===== src/rtl/access_entry_pkg.sv =====
package access_entry_pkg;

   // ----------------------------------------
   // Widths and bus map
   // ----------------------------------------
   localparam int         PROTO_ADDR_W   = 32;
   localparam int         HW_ADDR_W      = 48;
   localparam int         APB_ADDR_W     = 8;
   localparam int         NUM_ADDR_FILT  = 3;     // Destination, sender, target
   localparam int         NUM_CFG_WORDS  = 6;     // Address and mask per filter

   localparam logic [7:0] OFS_DEST_ADDR   = 8'h00;
   localparam logic [7:0] OFS_DEST_MASK   = 8'h04;
   localparam logic [7:0] OFS_SENDER_ADDR = 8'h08;
   localparam logic [7:0] OFS_SENDER_MASK = 8'h0c;
   localparam logic [7:0] OFS_TARGET_ADDR = 8'h10;
   localparam logic [7:0] OFS_TARGET_MASK = 8'h14;
   localparam logic [7:0] OFS_CTRL        = 8'h18;
   localparam logic [7:0] OFS_STATUS      = 8'h1c;

   localparam logic [31:0] CFG_RESET  = 32'h0000_0000;
   localparam logic [31:0] CTRL_RESET = 32'h0000_0000;  // Every condition set to any

   // ----------------------------------------
   // Control field positions, two bits each
   // ----------------------------------------
   localparam int CTRL_DEST_POS      = 0;
   localparam int CTRL_SENDER_POS    = 2;
   localparam int CTRL_TARGET_POS    = 4;
   localparam int CTRL_OPCLS_POS     = 6;
   localparam int CTRL_RR_POS        = 8;
   localparam int CTRL_ARP_MAC_POS   = 10;
   localparam int CTRL_RARP_MAC_POS  = 12;
   localparam int CTRL_LEN_POS       = 14;
   localparam int CTRL_HW_SPACE_POS  = 16;
   localparam int CTRL_PR_SPACE_POS  = 18;

   // Status fields
   localparam int STAT_MATCH_POS = 0;
   localparam int STAT_SEEN_POS  = 1;
   localparam int STAT_CNT_POS   = 16;

   // ----------------------------------------
   // Setting encodings
   // ----------------------------------------
   typedef enum logic [1:0] {
      ADDR_ANY  = 2'b00,
      ADDR_HOST = 2'b01,
      ADDR_NET  = 2'b10
   } addr_mode_t;

   typedef enum logic [1:0] {
      OPC_ANY   = 2'b00,
      OPC_ARP   = 2'b01,
      OPC_RARP  = 2'b10,
      OPC_OTHER = 2'b11
   } opcls_t;

   typedef enum logic [1:0] {
      RR_ANY   = 2'b00,
      RR_REQ   = 2'b01,
      RR_REPLY = 2'b10
   } rr_t;

   typedef enum logic [1:0] {
      TRI_ANY   = 2'b00,
      TRI_FALSE = 2'b10,
      TRI_TRUE  = 2'b11
   } tri_t;

   // ----------------------------------------
   // Frame field constants
   // ----------------------------------------
   localparam logic [15:0] OP_ARP_REQ    = 16'h0001;
   localparam logic [15:0] OP_ARP_REPLY  = 16'h0002;
   localparam logic [15:0] OP_RARP_REQ   = 16'h0003;
   localparam logic [15:0] OP_RARP_REPLY = 16'h0004;
   localparam logic [7:0]  HW_LEN_ETH    = 8'h06;
   localparam logic [7:0]  PR_LEN_IPV4   = 8'h04;
   localparam logic [15:0] HW_SPACE_ETH  = 16'h0001;
   localparam logic [15:0] PR_SPACE_IP   = 16'h0800;

endpackage


===== src/rtl/addr_cmp_if.sv =====
`timescale 1ns/1ns
interface addr_cmp_if;
   access_entry_pkg::addr_mode_t mode;
   logic [31:0]                  cfg_addr;
   logic [31:0]                  cfg_mask;
   logic [31:0]                  frame_addr;
   logic                         ok;

   modport ctl (output mode, output cfg_addr, output cfg_mask, output frame_addr, input ok);
   modport cmp (input mode, input cfg_addr, input cfg_mask, input frame_addr, output ok);
endinterface


===== src/rtl/arp_ip_access_entry_matcher.sv =====
`timescale 1ns/1ns
// Summary of operation
// - Destination address set to any: destination address of frame is ignored.
// - Destination host: frame destination must equal configured address exactly.
// - Destination network: compare only bits selected by destination mask.
// - Opcode class picks any, ARP, RARP, or neither ARP nor RARP.
// - Request/reply setting: any, request opcodes only, or reply opcodes only.
// - Sender address: any, host exact, or network under sender mask.
// - Target address: any, host exact, or network under target mask.
// - ARP check: 0 sender hw differs from source MAC, 1 equals, any off.
// - RARP check 0: target hw address must differ from source MAC.
// - RARP check 1: target hw equals source MAC; any disables it.
// - Length check on hw length 0x06 with protocol length 0x04: 1, 0, any.
// - Hardware space equal to 1: setting 1 requires, 0 forbids, any ignores.
// - Protocol space equal to 0x800: setting 1 requires, 0 forbids, any ignores.
module arp_ip_access_entry_matcher #(
   parameter int CNT_W = 16
) (
   input  wire logic        mclk,
   input  wire logic        nrst,
   input  wire logic        psel,
   input  wire logic        penable,
   input  wire logic        pwrite,
   input  wire logic [7:0]  paddr,
   input  wire logic [31:0] pwdata,
   output logic      [31:0] prdata,
   output logic             pready,
   output logic             pslverr,
   input  wire logic        frame_valid,
   input  wire logic [31:0] dest_proto_addr,
   input  wire logic [31:0] sender_proto_addr,
   input  wire logic [31:0] target_proto_addr,
   input  wire logic [15:0] arp_opcode,
   input  wire logic [47:0] sender_hw_addr,
   input  wire logic [47:0] target_hw_addr,
   input  wire logic [47:0] frame_source_mac,
   input  wire logic [7:0]  hw_addr_len,
   input  wire logic [7:0]  proto_addr_len,
   input  wire logic [15:0] hw_space,
   input  wire logic [15:0] proto_space,
   output logic             match_valid,
   output logic             match_hit
);

   // ----------------------------------------
   // Register state
   // ----------------------------------------
   logic [31:0]      cfg_ff [access_entry_pkg::NUM_CFG_WORDS];
   logic [31:0]      ctrl_ff;
   logic             pready_ff;
   logic             pslverr_ff;
   logic [31:0]      prdata_ff;
   logic             match_valid_ff;
   logic             match_hit_ff;
   logic             seen_ff;
   logic [CNT_W-1:0] hit_cnt_ff;

   logic [31:0]      nxt_prdata;
   logic             nxt_pslverr;
   logic             wr_fire;
   logic             acc_first;
   logic [31:0]      frame_addrs [access_entry_pkg::NUM_ADDR_FILT];
   logic [2:0]       addr_ok;
   logic             is_arp;
   logic             is_rarp;
   logic             is_req;
   logic             is_reply;
   logic             opcls_ok;
   logic             rr_ok;
   logic             all_ok;

   access_entry_pkg::opcls_t opcls;
   access_entry_pkg::rr_t    rr_sel;
   access_entry_pkg::tri_t   arp_mac;
   access_entry_pkg::tri_t   rarp_mac;
   access_entry_pkg::tri_t   len_sel;
   access_entry_pkg::tri_t   hw_sel;
   access_entry_pkg::tri_t   pr_sel;

   assign opcls     = access_entry_pkg::opcls_t'(ctrl_ff[access_entry_pkg::CTRL_OPCLS_POS +: 2]);
   assign rr_sel    = access_entry_pkg::rr_t'(ctrl_ff[access_entry_pkg::CTRL_RR_POS +: 2]);
   assign arp_mac   = access_entry_pkg::tri_t'(ctrl_ff[access_entry_pkg::CTRL_ARP_MAC_POS +: 2]);
   assign rarp_mac  = access_entry_pkg::tri_t'(ctrl_ff[access_entry_pkg::CTRL_RARP_MAC_POS +: 2]);
   assign len_sel   = access_entry_pkg::tri_t'(ctrl_ff[access_entry_pkg::CTRL_LEN_POS +: 2]);
   assign hw_sel    = access_entry_pkg::tri_t'(ctrl_ff[access_entry_pkg::CTRL_HW_SPACE_POS +: 2]);
   assign pr_sel    = access_entry_pkg::tri_t'(ctrl_ff[access_entry_pkg::CTRL_PR_SPACE_POS +: 2]);

   // ----------------------------------------
   // APB slave
   // ----------------------------------------
   // One wait state: pready comes from a flop, so read data is ready with it
   assign acc_first = psel & penable & ~pready_ff;
   assign wr_fire   = psel & penable & pready_ff & pwrite;

   // Read mux and decode error
   always_comb begin
      nxt_prdata  = 32'h0000_0000;
      nxt_pslverr = 1'b0;
      if (paddr[1:0] != 2'b00) begin
         nxt_pslverr = 1'b1;
      end else if (paddr < access_entry_pkg::OFS_CTRL) begin
         nxt_prdata = cfg_ff[paddr[4:2]];
      end else if (paddr == access_entry_pkg::OFS_CTRL) begin
         nxt_prdata = ctrl_ff;
      end else if (paddr == access_entry_pkg::OFS_STATUS) begin
         nxt_prdata = {hit_cnt_ff, 14'h0000, seen_ff, match_hit_ff};
         nxt_pslverr = pwrite;  // Status is read-only
      end else begin
         nxt_pslverr = 1'b1;
      end
   end

   // Bus answer flops
   always_ff @(posedge mclk) begin
      if (!nrst) begin
         pready_ff  <= 1'b0;
         pslverr_ff <= 1'b0;
         prdata_ff  <= 32'h0000_0000;
      end else begin
         pready_ff  <= acc_first;
         pslverr_ff <= acc_first & nxt_pslverr;
         if (acc_first && !pwrite) begin
            prdata_ff <= nxt_prdata;
         end
      end
   end

   // Configuration writes; errored accesses leave state untouched
   always_ff @(posedge mclk) begin
      if (!nrst) begin
         ctrl_ff <= access_entry_pkg::CTRL_RESET;
         for (int k = 0; k < access_entry_pkg::NUM_CFG_WORDS; k++) begin
            cfg_ff[k] <= access_entry_pkg::CFG_RESET;
         end
      end else if (wr_fire && !pslverr_ff) begin
         if (paddr == access_entry_pkg::OFS_CTRL) begin
            ctrl_ff <= pwdata;
         end else if (paddr < access_entry_pkg::OFS_CTRL) begin
            cfg_ff[paddr[4:2]] <= pwdata;
         end
      end
   end

   assign prdata  = prdata_ff;
   assign pready  = pready_ff;
   assign pslverr = pslverr_ff;

   // ----------------------------------------
   // Address filters
   // ----------------------------------------
   assign frame_addrs[0] = dest_proto_addr;
   assign frame_addrs[1] = sender_proto_addr;
   assign frame_addrs[2] = target_proto_addr;

   for (genvar i = 0; i < access_entry_pkg::NUM_ADDR_FILT; i++) begin : g_filt
      addr_cmp_if cmp_bus ();
      assign cmp_bus.mode       = access_entry_pkg::addr_mode_t'(ctrl_ff[2*i +: 2]);
      assign cmp_bus.cfg_addr   = cfg_ff[2*i];
      assign cmp_bus.cfg_mask   = cfg_ff[2*i+1];
      assign cmp_bus.frame_addr = frame_addrs[i];
      assign addr_ok[i]         = cmp_bus.ok;
      addr_cond_cmp u_cmp (
         .port (cmp_bus.cmp)
      );
   end

   // ----------------------------------------
   // Opcode and header checks
   // ----------------------------------------
   function automatic logic tri_ok(access_entry_pkg::tri_t sel, logic cond);
      return !sel[1] || (sel[0] == cond);
   endfunction

   assign is_arp   = (arp_opcode == access_entry_pkg::OP_ARP_REQ) ||
                     (arp_opcode == access_entry_pkg::OP_ARP_REPLY);
   assign is_rarp  = (arp_opcode == access_entry_pkg::OP_RARP_REQ) ||
                     (arp_opcode == access_entry_pkg::OP_RARP_REPLY);
   assign is_req   = (arp_opcode == access_entry_pkg::OP_ARP_REQ) ||
                     (arp_opcode == access_entry_pkg::OP_RARP_REQ);
   assign is_reply = (arp_opcode == access_entry_pkg::OP_ARP_REPLY) ||
                     (arp_opcode == access_entry_pkg::OP_RARP_REPLY);

   // Opcode class
   always_comb begin
      case (opcls)
         access_entry_pkg::OPC_ARP:   opcls_ok = is_arp;
         access_entry_pkg::OPC_RARP:  opcls_ok = is_rarp;
         access_entry_pkg::OPC_OTHER: opcls_ok = !is_arp && !is_rarp;
         default:                     opcls_ok = 1'b1;
      endcase
   end

   // Request or reply; code 3 treated as any
   always_comb begin
      case (rr_sel)
         access_entry_pkg::RR_REQ:   rr_ok = is_req;
         access_entry_pkg::RR_REPLY: rr_ok = is_reply;
         default:                    rr_ok = 1'b1;
      endcase
   end

   // Every enabled condition at once
   assign all_ok = (&addr_ok) & opcls_ok & rr_ok
      & tri_ok(arp_mac, sender_hw_addr == frame_source_mac)
      & tri_ok(rarp_mac, target_hw_addr == frame_source_mac)
      & tri_ok(len_sel, (hw_addr_len == access_entry_pkg::HW_LEN_ETH) &&
                        (proto_addr_len == access_entry_pkg::PR_LEN_IPV4))
      & tri_ok(hw_sel, hw_space == access_entry_pkg::HW_SPACE_ETH)
      & tri_ok(pr_sel, proto_space == access_entry_pkg::PR_SPACE_IP);

   // ----------------------------------------
   // Result and status
   // ----------------------------------------
   // Registered so the forwarding path sees a clean flop boundary
   always_ff @(posedge mclk) begin
      if (!nrst) begin
         match_valid_ff <= 1'b0;
         match_hit_ff   <= 1'b0;
      end else begin
         match_valid_ff <= frame_valid;
         if (frame_valid) begin
            match_hit_ff <= all_ok;
         end
      end
   end

   // Hit counter wraps; software compares two reads
   always_ff @(posedge mclk) begin
      if (!nrst) begin
         seen_ff    <= 1'b0;
         hit_cnt_ff <= '0;
      end else if (frame_valid) begin
         seen_ff <= 1'b1;
         if (all_ok) begin
            hit_cnt_ff <= hit_cnt_ff + 1'b1;
         end
      end
   end

   assign match_valid = match_valid_ff;
   assign match_hit   = match_hit_ff;

   // ----------------------------------------
   // Assertions
   // ----------------------------------------
   dest_any_a: assert property (@(posedge mclk) disable iff (!nrst)
      frame_valid && ctrl_ff == 32'h0000_0000 |=> match_valid_ff && match_hit_ff)
      else $error("all-any entry did not match");
   dest_host_a: assert property (@(posedge mclk) disable iff (!nrst)
      frame_valid && ctrl_ff[1:0] == 2'b01 && dest_proto_addr != cfg_ff[0] |=> !match_hit_ff)
      else $error("destination host mismatch matched");
   dest_net_a: assert property (@(posedge mclk) disable iff (!nrst)
      frame_valid && ctrl_ff[1:0] == 2'b10 && ((dest_proto_addr ^ cfg_ff[0]) & cfg_ff[1]) != 0
      |=> !match_hit_ff)
      else $error("destination network mismatch matched");
   opcode_class_a: assert property (@(posedge mclk) disable iff (!nrst)
      frame_valid && opcls == access_entry_pkg::OPC_ARP && !is_arp |=> !match_hit_ff)
      else $error("non-ARP opcode matched ARP class");
   req_reply_a: assert property (@(posedge mclk) disable iff (!nrst)
      frame_valid && rr_sel == access_entry_pkg::RR_REPLY && is_req |=> !match_hit_ff)
      else $error("request matched reply setting");
   sender_host_a: assert property (@(posedge mclk) disable iff (!nrst)
      frame_valid && ctrl_ff[3:2] == 2'b01 && sender_proto_addr != cfg_ff[2] |=> !match_hit_ff)
      else $error("sender host mismatch matched");
   target_net_a: assert property (@(posedge mclk) disable iff (!nrst)
      frame_valid && ctrl_ff[5:4] == 2'b10 && ((target_proto_addr ^ cfg_ff[4]) & cfg_ff[5]) != 0
      |=> !match_hit_ff)
      else $error("target network mismatch matched");
   arp_mac_a: assert property (@(posedge mclk) disable iff (!nrst)
      frame_valid && arp_mac == access_entry_pkg::TRI_TRUE && sender_hw_addr != frame_source_mac
      |=> !match_hit_ff)
      else $error("ARP source MAC check failed");
   rarp_mac_a: assert property (@(posedge mclk) disable iff (!nrst)
      frame_valid && rarp_mac == access_entry_pkg::TRI_FALSE && target_hw_addr == frame_source_mac
      |=> !match_hit_ff)
      else $error("RARP source MAC check failed");
   len_check_a: assert property (@(posedge mclk) disable iff (!nrst)
      frame_valid && len_sel == access_entry_pkg::TRI_FALSE && hw_addr_len == 8'h06
      && proto_addr_len == 8'h04 |=> !match_hit_ff)
      else $error("forbidden length pair matched");
   proto_space_a: assert property (@(posedge mclk) disable iff (!nrst)
      frame_valid && pr_sel == access_entry_pkg::TRI_TRUE && proto_space != 16'h0800
      |=> !match_hit_ff)
      else $error("protocol space check failed");
   apb_answer_a: assert property (@(posedge mclk) disable iff (!nrst)
      psel && !penable ##1 psel && penable |-> !pready_ff ##1 pready_ff)
      else $error("APB answer not after one wait state");

   hit_c:     cover property (@(posedge mclk) disable iff (!nrst) frame_valid ##1 match_hit_ff);
   miss_c:    cover property (@(posedge mclk) disable iff (!nrst) frame_valid ##1 !match_hit_ff);
   wr_ctrl_c: cover property (@(posedge mclk) disable iff (!nrst)
      wr_fire && paddr == access_entry_pkg::OFS_CTRL);

endmodule


===== src/rtl/addr_cond_cmp.sv =====
`timescale 1ns/1ns
module addr_cond_cmp (
   addr_cmp_if.cmp port
);

   // ----------------------------------------
   // Any, host or masked network compare
   // ----------------------------------------
   // Unused mode code falls back to any, so a bad write never blocks traffic
   always_comb begin
      case (port.mode)
         access_entry_pkg::ADDR_HOST: begin
            port.ok = (port.frame_addr == port.cfg_addr);
         end
         access_entry_pkg::ADDR_NET: begin
            port.ok = (((port.frame_addr ^ port.cfg_addr) & port.cfg_mask) == 32'h0000_0000);
         end
         default: begin
            port.ok = 1'b1;
         end
      endcase
   end

endmodule


===== config.mk =====
export PLATFORM = sky130hd
export DESIGN_NAME = arp_ip_access_entry_matcher
export DESIGN_NICKNAME = d
export VERILOG_FILES = /design/src/rtl/access_entry_pkg.sv /design/src/rtl/addr_cmp_if.sv /design/src/rtl/arp_ip_access_entry_matcher.sv /design/src/rtl/addr_cond_cmp.sv
export SDC_FILE = /design/constraint.sdc
export NUM_CORES = 1
export LEC_CHECK = 0
export BUFFER_PORTS_ARGS = -buffer_cell sky130_fd_sc_hd__buf_2
export CAP_MARGIN = 20
export CORE_ASPECT_RATIO = 2
export CORE_MARGIN = 1
export CORE_UTILIZATION = 54
export CTS_CLUSTER_DIAMETER = 100
export CTS_CLUSTER_SIZE = 40
export DETAILED_ROUTE_END_ITERATION = 8
export MAX_ROUTING_LAYER = met4
export PLACE_DENSITY = 0.89
export SLEW_MARGIN = 20
export SYNTH_ARGS = -nofsm -noshare
export SYNTH_HDL_FRONTEND = slang
export SYNTH_SLANG_ARGS = --single-unit

===== constraint.sdc =====
create_clock -name mclk -period 5.6 [get_ports mclk]
set_input_delay 0 -clock mclk [delete_from_list [all_inputs] [get_ports mclk]]
set_output_delay 0 -clock mclk [all_outputs]
set_load 0.01 [all_outputs]

# Word-level counts from Yosys, hierarchy flattened
# Memories as Yosys holds them, arrays and structs flattened.
# Index checks and enable logic that the tools add are counted.
# Widths: inputs -> output; s select.
totals:
  n_memories: 1
  ram_bits: 192
  reg_bits: 85
mem_list:
  columns: ["name", "words", "width", "rd", "rd_ports_with_merged_regs", "write_ports", "line", "source"]
  rows:
  - ["cfg_ff", 6, 32, 7, 0, 6, "arp_ip_access_entry_matcher.sv:48", "logic [31:0] cfg_ff [access_entry_pkg::NUM_CFG_WORDS];"]
op_classes:
  add_sub_neg: 1
  n_bitwise: 19
  order_cmp: 1
  mux: 22
  n_eq_ne: 31
  reduce_logical: 30
ops:
  columns: ["operator", "n"]
  rows:
  - ["$mux 32", 5]
  - ["$and 32x32->32", 3]
  - ["$eq 32x32->1", 3]
  - ["$eq 48x48->1", 2]
  - ["$logic_not 32->1", 3]
  - ["$xor 32x32->32", 3]
  - ["$eq 16x1->1 const B", 2]
  - ["$eq 16x2->1 const B", 2]
  - ["$reduce_or 32->1", 1]
  - ["$add 16x1->16 const B", 1]
  - ["$eq 16x12->1 const B", 1]
  - ["$eq 16x3->1 const B", 1]
  - ["$eq 8x3->1 const B", 2]
  - ["$eq 8x5->1 const B", 2]
  - ["$and 1x1->1", 12]
  - ["$eq 2x2->1 const B", 6]
  - ["$mux 1", 11]
  - ["$eq 2x1->1 const B", 5]
  - ["$logic_not 1->1", 9]
  - ["$logic_or 1x1->1", 9]
  - ["$lt 8x5->1 const B", 1]
  - ["$pmux 1 s2", 4]
  - ["$eq 1x1->1", 5]
  - ["$logic_and 1x1->1", 4]
  - ["other kinds (6)", 7]

# Depth between registers and ports, before layout
logic_depth:
  word_depth: 13
  mapped_depth: 12

# Modules after synthesis
# From an unflattened synthesis, not the netlist that was laid out.
hier_totals:
  hier_cells: 1436
  area_unflattened_um2: 15244.6
by_module_without_submodules:
  columns: ["module", "seq_area_each_um2", "instances", "cells_each", "area_each_um2"]
  rows:
  - ["arp_ip_access_entry_matcher", 7467.2, 1, 1226, 13578.0]
  - ["addr_cond_cmp", 0.0, 3, 70, 555.5]

# Worst setup path before layout
# OpenSTA, ideal clock, no wires.
synth_path:
  path_type: "input to register"
  startpoint: "in paddr[2]"
  endpoint: "mem cfg_ff[5][0], enable pin"
  n_path_buf: 4
  setup_slack_ns: 1.039
  cell_stages: 6
  t_arrival_ns: 4.092
  setup_time_ns: 0.470
  path_cell_list: "buf_2 -> buf_1 -> clkbuf_1 -> buf_1 -> nand2_1 -> o31ai_1"
synth_lines:
  columns: ["element", "line", "source"]
  rows:
  - ["start: declaration", "arp_ip_access_entry_matcher.sv:24", "input wire logic [7:0] paddr,"]
  - ["end: declaration", "arp_ip_access_entry_matcher.sv:48", null]

==> out/metrics.csv <==
stage;metric;value;unit
outcome;status;finished clean;
cells_and_area;final_cell_mix;buf_2, edfxtp_1, xor2_1;
global_route;grt-ovfl-total;0;
global_route;met2_usage;0.676;
setup_path;rrSetupSlack;2.16;ns
power_and_ir_drop;p_leak;0.00744;uW
placement;place_inst;2122;
synth;synth_area;15400;um^2
floorplan;start_util;0.548;
setup_path;cp-start-kind;flip-flop;
setup_path;crit_arrival;3.90;ns
cells_and_area;syn_to_final_growth;20.1;%
timing;setup_viol;0;
setup_path;max_stage_delay;0.70;ns
synth;syn_inst;1418;
timing;fin_tns_setup;0;ns
setup_path;critical_path.cell_chain;xor2_1 > nor4_1 > nand3_1 > nor3_1 > nor3_1 > or4_4 > or4_1 > a21oi_1;
floorplan;die_w;121;um
cells_and_area;stdcell_count;2183;
cells_and_area;final_common_cell;buf_2;
global_route;grt_pass1_wl;82100;um
detailed_routing;drc;0;
hold_path;holdPathStages;5;
global_route;antenna_found_initial;3;
power_and_ir_drop;total_power;4080;uW
timing;fmax;291;MHz
cells_and_area;nFillCells;2158;
setup_path;timing.rr.start;cfg_ff[2][1];
global_route;grt_max_degree;85;
timing;holdWs;0.0527;ns
clock_network;clk_latency;0.52;ns
global_route;met3_usage;0.0525;
synth;ys_top_cells_by_area;edfxtp_1, dfxtp_1, xor2_1;
setup_path;crit_top_cell;nor3_1;
setup_path;slowest_stage;or4_4;
timing;skew;0.0516;ns
placement;portBuffers;385;
floorplan;num_rows;87;
setup_path;crit_fanout;31;
clock_network;cts_buffers;11;
clock_network;cts_resized;0;
hold_path;min-delay-start;psel;
setup_path;r2r_cells;8;
clock_network;h-tree-depth;1;
setup_path;critPathCaptureType;flip-flop;
timing;period_minus_slack;3.44;ns
detailed_routing;ant_nets;0;
floorplan;io_pins;386;
placement;gp_congestion;1.04;
global_route;grt_use_total;0.406;
hold_path;hp-class;input port to flip-flop;
detailed_routing;routed_wirelength;57500;um
floorplan;coreArea;28100;um^2
synth;async_reset_ff_frac;0;
clock_network;cts_tree;yes;
synth;synth_seq_cells;295;
synth;yosysTopAreaCellShare;0.409;
synth;yosysWarnings;0;
synth;synth.yosys.seq_area_share;0.520;
global_route;met1_usage;0.435;
clock_network;cts_setup_buffers;0;
global_route;busiest_layer;met2;
setup_path;required;6.06;ns
detailed_routing;routedWlPerCell;26.3;um
synth;yosys.cell_types.count;49;
floorplan;die-height;241;um
synth;yosysTopAreaCell;edfxtp_1;
timing;finalHoldViolCount;0;
detailed_routing;dr.pass1.iters;6;
synth;postSynthAreaPerCell;10.9;um^2
setup_path;critical_path_class;flip-flop to flip-flop;
clock_network;cts.sinks;295;
timing;tightest_slew;1.07;ns
synth;synth_flop_cell;edfxtp_1;
run;maxCapViolCount;0;
cells_and_area;nets;2179;
placement;hpwlAfterDp;44600;um
clock_network;cts-root-buf;clkbuf_16;
floorplan;die-area;29200;um^2
timing;slew_violations;0;
power_and_ir_drop;ir_drop;0.000320;V
synth;synth_enable_flop_cells;210;
timing;relSlewSlack;0.287;
detailed_routing;first_iter_violations;2023;
cells_and_area;finalCoreUtilization;0.659;
detailed_routing;via_per_inst;6.39;
setup_path;r2r-end;hit_cnt_ff[15];
cells_and_area;drive_gt1_frac;0.266;
hold_path;hold_path_end;prdata[27];
clock_network;clk_pin_slew;0.15;ns
detailed_routing;vias;13946;
clock_network;cts.path.max_buffers;3;
global_route;grt_pass1_vias;13698;
timing;period_share;0.614;
power_and_ir_drop;p_per_area;221;nW/um^2
clock_network;hold_buffers;41;
timing;rsz0062_at_grt;no;
[routing by layer]
| layer | vias to the layer above | part of all wire | routed length, um |
|---|---|---|---|
| met5 | - | 0 | 0 |
| met2 | 1101 | 0.50 | 28500 |
| met4 | 0 | 0.094 | 5380 |
| met1 | 6629 | 0.32 | 18200 |
| li1 | 5945 | - | - |
| met3 | 271 | 0.093 | 5370 |
[kinds of logic after synthesis]
kind of cell    Yosys count  share of synthesized area
compound gates          214                     0.0914
xor+xnor                200                      0.114
fa+ha+maj                 9                    0.00731
buf+inv                 122                     0.0304
flops                   295                      0.520
mux                      92                     0.0946
other cells               1                   0.000243
simple gates            485                      0.142
[cells in the mapped netlist (all sizes together), types with 8 or more instances]
cell type,n
inv,47
a221oi,31
dfxtp,85
xor2,192
a22o,15
nand4,21
edfxtp,210
ha,9
mux2,18
nor3,18
nand2,145
a22oi,12
mux4,41
xnor2,8
o21ai,14
or3,13
nor4,56
o2111ai,8
o22ai,18
mux2i,33
nor2,191
nand3,12
o211ai,12
buf,12
a21oi,89
clkbuf,63
[area by class of cell]
type,count,area [um^2],area share
antenna,3,7.51,0.000406
clock buffer,16,294,0.0159
clock inverter,1,30.0,0.00162
inverter,47,176,0.00954
multi-input combinational,1018,7040,0.380
sequential,295,8010,0.433
tap,356,445,0.0241
timing repair buffer,447,2500,0.135
[sequential cells by signal, summed over array words and instances, names as in the netlist]
signal       flops
pready           1
ctrl_ff         32
prdata          32
cfg_ff         210
hit_cnt_ff      16
seen_ff          1
match_hit        1
match_valid      1
pslverr          1
[how the worst max path moves through the flow]
stage,end,startpoint,cells past startpoint
6_report,hit_cnt_ff[15],cfg_ff[2][1],8
5_1_grt,hit_cnt_ff[4],cfg_ff[2][1],8
4_1_cts,hit_cnt_ff[4],cfg_ff[2][2],9
3_5_place_dp,prdata[15],paddr[6],10
3_3_place_gp,prdata[11],paddr[6],10
2_1_floorplan,cfg_ff[5][0],paddr[2],6
[power breakdown]
group | internal (uW) | switching [uW] | total, uW
sequential | 2380 | 42.6 | 2420
clock | 384 | 666 | 1050
combinational | 259 | 349 | 608
total | 3020 | 1060 | 4080
[stage by stage]
step	area [um^2]	setup WS [ns]
after floorplan	15500	1.04
after global placement	17800	2.32
after detailed placement	17800	2.18
after CTS	18500	2.35
after global routing	18500	1.96
final	18500	2.16
[worst max-delay path: cells and delay by family, from the launching register on]
family,cells,cell delay [ns]
AOI/OAI and AO/OA,1,0.15
xor gates and xnor gates,1,0.23
and+or+nand+nor,6,2.44
DFF,1,0.54
Note: power is estimated with default switching activity, not from simulation.
